$ cat src/common/hbpwm_pkg.sv
/*
  hbpwm_pkg: register map, field layout, reset values and timing constants
  for the half-bridge dead-band PWM stage.
  assumes: a 100 MHz system clock; the instruction cycle is four clocks.
*/
package hbpwm_pkg;
  // ===========================================================
  // register map, byte addresses on the Avalon-MM word bus
  localparam logic [3:0] HBPWM_ADDR_CONTROL = 4'h0;
  localparam logic [3:0] HBPWM_ADDR_STATUS  = 4'h4;
  localparam int         HBPWM_ADDR_W       = 4;

  // ===========================================================
  // control register fields
  localparam int         HBPWM_RESTART_BIT  = 7;
  localparam int         HBPWM_DELAY_MSB    = 6;
  localparam int         HBPWM_DELAY_W      = 7;
  localparam logic [7:0] HBPWM_CONTROL_RST  = 8'h00;

  // status register fields
  localparam int         HBPWM_SHUTDOWN_BIT = 0;
  localparam int         HBPWM_EVENT_BIT    = 1;

  // ===========================================================
  // timing: one delay unit is one instruction cycle (Fosc/4)
  localparam int         HBPWM_CLK_PER_INSTR = 4;
  localparam int         HBPWM_PRESCALE_W    = 2;
  localparam logic [1:0] HBPWM_PRESCALE_LAST = 2'h3;
endpackage

$ cat src/rtl/hbpwm_deadband.sv
/*
  hbpwm_deadband: dead-band delay for one output edge. after the raw
  request rises, the output stays low for delay instruction cycles.
  assumes: tick is a one-clock pulse once per instruction cycle.
*/
`timescale 1ns/1ps
module hbpwm_deadband #(
  parameter int DELAY_W = 7
) (
  input  wire logic               clock,
  input  wire logic               rst,
  input  wire logic               tick,
  input  wire logic               request,
  input  wire logic [DELAY_W-1:0] delay,
  output logic                    active
);
  logic [DELAY_W-1:0] count_reg;

  // ===========================================================
  // counter: restarts whenever request falls low
  always_ff @(posedge clock) begin
    if (rst || !request) begin
      count_reg <= '0;
    end else if (tick && count_reg < delay) begin
      count_reg <= count_reg + 1'b1;  // see RULE4
    end
  end

  // output held inactive while counting; a delay longer than the active
  // phase means request drops first, so output never goes high
  always_ff @(posedge clock) begin
    if (rst) begin
      active <= 1'b0;
    end else begin
      active <= request && (count_reg >= delay) && !(tick && count_reg < delay); // see RULE2
    end
  end
endmodule

$ cat src/rtl/hbpwm_top.sv
/*
  hbpwm_top: half-bridge PWM output stage with programmable dead band
  and auto-shutdown / restart, registers over Avalon-MM with waitrequest.
  assumes: pwm_in comes from an outside period/duty generator; shutdown_in
  is a synchronous level, high while a shutdown event is present.
*/
// Overview of operation
// RULE1: primary output carries the pwm signal, secondary carries its complement.
// RULE2: seven-bit delay field sets instruction cycles before an output goes active.
// RULE3: delay longer than the active phase keeps that output inactive all period.
// RULE4: one delay unit equals four system clocks, one instruction cycle.
// RULE5: restart enabled: shutdown flag clears itself when the event leaves.
// RULE6: restart disabled: flag stays until software clears it, then output resumes.
// RULE7: software must set both shared pins as outputs in the port logic; here both outputs are dedicated pins with no direction bits.
// RULE8: the output about to go active stays inactive during its delay.
`timescale 1ns/1ps
module hbpwm_top
  import hbpwm_pkg::*;
#(
  parameter int DELAY_W = hbpwm_pkg::HBPWM_DELAY_W
) (
  input  wire logic                               clock,
  input  wire logic                               rst,
  input  wire logic [hbpwm_pkg::HBPWM_ADDR_W-1:0] avs_address,
  input  wire logic                               avs_read,
  input  wire logic                               avs_write,
  input  wire logic [31:0]                        avs_writedata,
  input  wire logic [3:0]                         avs_byteenable,
  output logic      [31:0]                        avs_readdata,
  output logic                                    avs_waitrequest,
  input  wire logic                               pwm_in,
  input  wire logic                               shutdown_in,
  output logic                                    primary_pwm_out,
  output logic                                    complement_pwm_out
);
  import hbpwm_pkg::*;

  initial begin
    if (DELAY_W != HBPWM_DELAY_W) begin
      $error("delay width must match the control register field");
    end
  end

  logic [7:0]                  control_reg;
  logic                        shutdown_event_flag_reg;
  logic [HBPWM_PRESCALE_W-1:0] prescale_reg;
  logic                        tick_reg;
  logic                        served_reg;
  logic                        primary_active;
  logic                        complement_active;
  logic                        run;
  logic                        sw_clear;
  logic                        access;

  // ===========================================================
  // bus slave: one wait state, answer at the second edge
  assign access   = (avs_read || avs_write) && !served_reg;
  // writes commit only at the edge where the master sees waitrequest low
  assign sw_clear = avs_write && !avs_waitrequest && avs_address == HBPWM_ADDR_STATUS
                    && avs_byteenable[0] && !avs_writedata[HBPWM_SHUTDOWN_BIT];

  always_ff @(posedge clock) begin
    if (rst) begin
      served_reg      <= 1'b0;
      avs_waitrequest <= 1'b1;
    end else begin
      served_reg      <= access;
      avs_waitrequest <= !access;
    end
  end

  always_ff @(posedge clock) begin
    if (rst) begin
      control_reg <= HBPWM_CONTROL_RST;
    end else if (avs_write && !avs_waitrequest && avs_address == HBPWM_ADDR_CONTROL
                 && avs_byteenable[0]) begin
      control_reg <= avs_writedata[7:0];
    end
  end

  always_ff @(posedge clock) begin
    if (rst) begin
      avs_readdata <= 32'h0000_0000;
    end else if (avs_read && !served_reg) begin
      unique case (avs_address)
        HBPWM_ADDR_CONTROL: avs_readdata <= {24'h00_0000, control_reg};
        HBPWM_ADDR_STATUS:  avs_readdata <= {30'h0000_0000, shutdown_in,
                                             shutdown_event_flag_reg};
        default:            avs_readdata <= 32'h0000_0000;
      endcase
    end
  end

  // ===========================================================
  // shutdown flag; a present event always wins over any clear
  always_ff @(posedge clock) begin
    if (rst) begin
      shutdown_event_flag_reg <= 1'b0;
    end else if (shutdown_in) begin
      shutdown_event_flag_reg <= 1'b1;
    end else if (control_reg[HBPWM_RESTART_BIT]) begin
      shutdown_event_flag_reg <= 1'b0;  // see RULE5
    end else if (sw_clear) begin
      shutdown_event_flag_reg <= 1'b0;  // see RULE6
    end
  end

  assign run = !shutdown_event_flag_reg && !shutdown_in;

  // ===========================================================
  // instruction-cycle tick
  always_ff @(posedge clock) begin
    if (rst) begin
      prescale_reg <= '0;
      tick_reg     <= 1'b0;
    end else begin
      prescale_reg <= prescale_reg + 1'b1;
      tick_reg     <= prescale_reg == HBPWM_PRESCALE_LAST;  // see RULE4
    end
  end

  // ===========================================================
  // dead band on each edge; each leg goes low at once, delayed when rising
  hbpwm_deadband #(
    .DELAY_W (DELAY_W)
  ) u_primary (
    .clock   (clock),
    .rst     (rst),
    .tick    (tick_reg),
    .request (pwm_in && run),
    .delay   (control_reg[HBPWM_DELAY_MSB:0]),
    .active  (primary_active)
  );

  hbpwm_deadband #(
    .DELAY_W (DELAY_W)
  ) u_complement (
    .clock   (clock),
    .rst     (rst),
    .tick    (tick_reg),
    .request (!pwm_in && run),  // see RULE1
    .delay   (control_reg[HBPWM_DELAY_MSB:0]),
    .active  (complement_active)
  );

  // pins stay inactive during shutdown and during each dead band
  always_ff @(posedge clock) begin
    if (rst) begin
      primary_pwm_out    <= 1'b0;
      complement_pwm_out <= 1'b0;
    end else begin
      primary_pwm_out    <= primary_active && !complement_active;  // see RULE8
      complement_pwm_out <= complement_active && !primary_active;  // see RULE3
    end
  end
endmodule

$ cat config.mk
export PLATFORM = sky130hd
export DESIGN_NAME = hbpwm_top
export DESIGN_NICKNAME = d
export VERILOG_FILES = /design/src/common/hbpwm_pkg.sv /design/src/rtl/hbpwm_deadband.sv /design/src/rtl/hbpwm_top.sv
export SDC_FILE = /design/constraint.sdc
export NUM_CORES = 1
export LEC_CHECK = 0
export ABC_AREA = 0
export ABC_CLOCK_PERIOD_IN_PS = 1700
export BUFFER_PORTS_ARGS = -buffer_cell sky130_fd_sc_hd__buf_2
export CAP_MARGIN = 5
export CORE_MARGIN = 8
export CORE_UTILIZATION = 44
export CTS_CLUSTER_DIAMETER = 50
export DETAILED_ROUTE_END_ITERATION = 7
export GPL_ROUTABILITY_DRIVEN = 0
export GPL_TIMING_DRIVEN = 0
export MAX_ROUTING_LAYER = met4
export PLACE_DENSITY = 0.76
export RECOVER_POWER = 50
export SLEW_MARGIN = 20
export SYNTH_ARGS = -nofsm -noshare
export SYNTH_HDL_FRONTEND = slang
export SYNTH_SLANG_ARGS = --single-unit
$ cat constraint.sdc
create_clock -name clock -period 1.7 [get_ports clock]
set_clock_uncertainty 0.05 [all_clocks]
set_input_delay 0.34 -clock clock [delete_from_list [all_inputs] [get_ports clock]]
set_output_delay 0.34 -clock clock [all_outputs]
set_load 0.01 [all_outputs]
==> results.tsv, run 1 <==
metric	value	unit
status	finished, violations left	
violations	setup timing	
n_antenna_cell	0	
max_freq	0.538	GHz
drt_iter0_drc	164	
slew_violations	0	
via_count	2021	
yosysWarnings	0	
antenna_found_initial	0	
timing.critical_path.buf_inv	2	
die_area	7360	µm²
drv_cap	0	
drt-wirelength-per-cell	15.1	µm
cts_max_level	2	
syn_avg_cell_area	8.96	µm²
end_kind	register	
syn_to_final_growth	45.9	%
viasPerCell	5.12	
numCtsBuffers	5	
dp_cells	357	
clk-insertion-delay-late	0.30	ns
ant_nets	0	
min_period	1.86	ns
timing.slew.headroom	43.3	%
critPathLaunchType	register	
worst-r2r-cell-count	7	
place_hpwl	3680	µm
fill_cells	376	
cts-root-buf	clkbuf_8	
rsz0062_at_grt	yes	
final_cells	395	
crit_required	1.83	ns
cts.sinks	40	
multiInputGateArea	1450	µm²
clockPowerShare	43.0	%
io_buffers	28	
swShare	22.6	%
hold_viol	0	
grt_usage	16.6	%
setup_viol	11	
slowest_delay	0.36	ns
layout_common_cells	48 x buf_4, 25 x dfxtp_1, 24 x conb_1	
netlist_instances	239	
final_cell_area	3120	µm²
rows	25	
slowest_stage	dfxtp_2	
seqPwrFrac	47.6	%
dieWidth	85.8	µm
worst_slew_pin_slew	0.843	ns
dpl_cell_area	2490	µm²
num_io_pins	81	
pre_cts_slack	-0.360	ns
final_util	66.1	%
synth_flop_cell	dfxtp_1	
post-route-period-util	109	%
irDropWorstVdd	0.582	mV
wirelength	5980	µm
grt_overflow	0	
worstHoldPathType	in2reg	
hold_buffers	0	
synth_edf_count	0	
first_global_vias	2066	
setup_ws	-0.158	ns
grt_pass1_wl	9570	µm
layout-drive-gt1-share	41.2	%
path_depth	7	
ys_ff_latch	40	
final_nets	390	
cts.path.max_buffers	2	
total_power	2010	µW
final-seq-area	822	µm²
clk_pin_slew	0.08	ns
drcViolationCount	0	
cts_tree	built	
coreArea	4720	µm²
drt_pass1_iterations	4	
layout_commonest_cell	buf_4	
leakagePower	0.00132	µW
whs_path_depth	3	
synthArstFlopShare	0	%
yosysUniqueCellTypes	39	
start_util	45.4	%
pwr-share-comb	9.4	%
crit_chain	inv_4 -> ha_4 -> a21oi_4 -> o211ai_1 -> buf_4 -> o31ai_1 -> a21oi_1	
p_int	1560	µW
dieHeight	85.8	µm
switchingPower	456	µW
cp.arrival	1.98	ns
criticalPathCategory	reg2reg	
yosysSeqAreaShare	37.4	%
power_density	644	nW/µm²
crit_fanout	8	
cp_top_family	compound AO/OA/AOI/OAI gates	
synth_area	2140	µm²
grt_max_degree	13	
[power by group through the flow]
| stage | clock [µW] | combinational [µW] | sequential (µW) |
|---|---|---|---|
| finish | 865 | 189 | 958 |
| global route | 916 | 206 | 959 |
| CTS | 869 | 178 | 959 |
| floorplan | 0 | 119 | 981 |
| global placement | 0 | 160 | 981 |
| detailed placement | 0 | 162 | 981 |
[path summary, 6_finish.rpt]
| check | from | end | slack (ns) |
|---|---|---|---|
| worst min register to register | u_primary.active | complement_pwm_out | 0.37 |
| worst max register to register | control_reg[6] | u_primary.count_reg[6] | -0.16 |
| worst max-delay path | control_reg[6] | u_primary.count_reg[6] | -0.16 |
| worst min-delay path | avs_writedata[3] | control_reg[3] | 0.23 |
[layout make-up]
cell class / count / area share, %
clock buffers: 7 / 3.08
repair buffers: 58 / 12.5
well taps: 67 / 2.68
multi-input cells: 183 / 46.5
inverters: 10 / 1.52
flip-flops and latches: 40 / 26.3
plain buffers: 29 / 6.41
clock inverters: 1 / 0.961
[repair_timing]
action                     CTS  global route
pin swaps                   31            18
buffers inserted            27             4
gates resized for setup     51            14
setup endpoints to repair   20            26
[synth_stat cells (5+ instances only)]
cell type	instances	area, µm²
a22oi_1	6	45.0
a21oi_1	19	95.1
o21ai_0	5	25.0
nor2_1	21	78.8
inv_1	10	37.5
nand2_1	10	37.5
o31ai_1	6	45.0
buf_4	24	180
ha_1	17	213
nand3_1	13	65.1
nor3_1	5	25.0
or4_1	6	45.0
dfxtp_1	40	801
mux2i_1	14	140
nand2b_1	7	43.8
[cell families (layout without fill, tap and decap cells)]
family	Yosys count	after routing	synth area share, %
buffers and inverters	39	105	11.1
multiplexers	14	14	6.54
adder cells (fa/ha/maj)	17	17	9.93
AND/OR/NAND/NOR	80	80	20.3
other	1	24	0.175
flip-flops	40	40	37.4
AO/OA/AOI/OAI	48	48	14.5
[stage by stage]
| stage | hold slack [ns] | setup TNS (ns) |
|---|---|---|
| after floorplan | 0.339 | -1.24 |
| after detailed placement | 0.351 | -6.49 |
| after global routing | 0.238 | -1.90 |
| after global placement | 0.348 | -6.21 |
| final | 0.226 | -1.14 |
| after CTS | 0.224 | -0.613 |
[per-layer routing]
layer,wire (µm),share of wire (%),global-route usage [%],vias to the layer above
met1,2400,40,16.6,934
met5,0,0,-,-
met2,3110,52,29.0,74
li1,-,-,-,994
met4,142,2.4,8.76,0
met3,332,5.5,4.39,19
[tightest hold or removal path, cell delays in order]
cell and delay (ns):
buf_2 0.07, mux2i_1 0.05, nor2_1 0.08
(Power assumes the default switching activity.)
==> inputs of run 2 (changes only) <==
--- a/config.mk
+++ b/config.mk
@@ -14,11 +14,9 @@
 export CTS_CLUSTER_DIAMETER = 50
 export DETAILED_ROUTE_END_ITERATION = 7
 export GPL_ROUTABILITY_DRIVEN = 0
-export GPL_TIMING_DRIVEN = 0
 export MAX_ROUTING_LAYER = met4
 export PLACE_DENSITY = 0.76
 export RECOVER_POWER = 50
-export SLEW_MARGIN = 20
 export SYNTH_ARGS = -nofsm -noshare
 export SYNTH_HDL_FRONTEND = slang
 export SYNTH_SLANG_ARGS = --single-unit
==> constraint.sdc (replaced) <==
create_clock -name clock -period 1.7 [get_ports clock]
set_clock_uncertainty 0.05 [all_clocks]
set_input_delay 0.17 -clock clock [delete_from_list [all_inputs] [get_ports clock]]
set_output_delay 0.17 -clock clock [all_outputs]
set_load 0.01 [all_outputs]
==> run 2 against run 1 <==
The flow still finishes with violations (setup timing). Combinational power down 25%. Total power down 5.0%. Non-clock buffer count down 8. Design area down 3.5%. Fmax up 2.2%. Cell count down 2.0%. Setup slack better by 0.040 ns. Sequential power about the same. Worst hold slack worse by 0.17 ns.
==> results.tsv, run 2 (synthesis gave the netlist of run 1 again) <==
metric	value	unit
status	finished, violations left	
violations	setup timing	
min_period	1.82	ns
rsz0062_at_grt	yes	
post-route-period-util	107	%
start_util	45.4	%
leakagePower	0.00125	µW
pwr-share-comb	7.4	%
drcViolationCount	0	
seqPwrFrac	50.2	%
layout_common_cells	46 x buf_4, 31 x dfxtp_1, 24 x conb_1	
slew_violations	0	
final_nets	382	
total_power	1910	µW
via_count	1992	
worst_slew_pin_slew	0.593	ns
worstHoldPathType	in2reg	
cp.arrival	2.00	ns
end_kind	register	
numCtsBuffers	5	
clk-insertion-delay-late	0.30	ns
criticalPathCategory	reg2reg	
crit_fanout	8	
power_density	633	nW/µm²
slowest_stage	or4_1	
first_global_vias	2015	
cts.sinks	40	
antenna_found_initial	0	
grt_pass1_wl	9180	µm
n_antenna_cell	0	
layout_commonest_cell	buf_4	
slowest_delay	0.49	ns
crit_required	1.88	ns
critPathLaunchType	register	
fill_cells	378	
layout-drive-gt1-share	38.1	%
p_int	1440	µW
timing.slew.headroom	60.3	%
viasPerCell	5.15	
ant_nets	0	
clockPowerShare	42.4	%
syn_to_final_growth	40.8	%
coreArea	4720	µm²
dieHeight	85.8	µm
num_io_pins	81	
cts_max_level	2	
drv_cap	0	
hold_viol	0	
drt_pass1_iterations	4	
setup_viol	10	
place_hpwl	4090	µm
crit_chain	inv_4 -> ha_4 -> a21oi_2 -> o211ai_1 -> or4_1 -> a21oi_1	
drt_iter0_drc	88	
grt_overflow	0	
cts-root-buf	clkbuf_8	
whs	0.0543	ns
irDropWorstVdd	0.500	mV
grt_usage	15.7	%
swShare	24.4	%
drt-wirelength-per-cell	14.9	µm
cts_tree	built	
io_buffers	29	
setup_ws	-0.118	ns
clk_pin_slew	0.09	ns
cts.path.max_buffers	2	
die_area	7360	µm²
cp_top_family	compound AO/OA/AOI/OAI gates	
rows	25	
max_freq	0.550	GHz
reg2reg_slack	-0.12	ns
wirelength	5760	µm
pre_cts_slack	-0.164	ns
grt_max_degree	24	
switchingPower	465	µW
timing.setup.tns	-0.777	ns
dieWidth	85.8	µm
timing.critical_path.buf_inv	1	
final_util	63.8	%
run 2: changes by cell type in the layout (fill, tap and decap cells not counted), sizes merged:
cell | previous run | this run
inv | 10 | 11
clkbuf | 22 | 17
clkinvlp | 0 | 1
buf | 72 | 67
run 2: final cells by class:
type,count,area (µm²),area share (%)
Clock buffer,5,68.8,2.28
Clock inverter,3,46.3,1.54
Inverter,10,45.0,1.49
Multi-Input combinational cell,183,1440,47.6
Sequential cell,40,812,26.9
Tap cell,67,83.8,2.78
Timing Repair Buffer,79,523,17.3
run 2: tightest hold or removal path: cells and delay by family:
family	cells	cell delay, ns
buffers and inverters	1	0.08
AND/OR/NAND/NOR	1	0.07
multiplexers	1	0.05
run 2: metal layers:
layer / GRT usage [%] / wire, µm / part of all wire, %
met4: 6.53 / 163 / 2.8
met5: - / 0 / 0
met1: 16.4 / 2330 / 40
met2: 28.7 / 3060 / 53
met3: 2.58 / 211 / 3.7
run 2: power groups by stage:
stage | Combinational (µW) | Clock, µW | Sequential, µW
after floorplan | 119 | 0 | 981
after global placement | 128 | 0 | 981
after detailed placement | 130 | 0 | 981
after CTS | 137 | 820 | 959
after global routing | 157 | 864 | 961
final | 141 | 810 | 959
run 2: what timing repair did:
action / CTS / global route
pin swaps: 14 / 9
hold buffers: 0 / 0
hold endpoints to repair: 0 / 0
setup buffers: 8 / 1
setup endpoints to repair: 13 / 14
gates resized for setup: 26 / 20
run 2: path summary, 6_finish.rpt:
path / from / cells past startpoint / to
worst max-delay path: control_reg[6] / 6 / u_primary.count_reg[5]
worst min-delay path: avs_writedata[3] / 3 / control_reg[3]
worst max register to register: control_reg[6] / 6 / u_primary.count_reg[5]
worst min register to register: u_complement.active / 1 / primary_pwm_out
run 2: metrics by stage:
stage          std cells  cell area (µm²)
2_1_floorplan        262             2320
3_3_place_gp         370             2670
3_5_place_dp         370             2670
4_1_cts              386             2960
5_1_grt              387             3020
6_report             387             3020
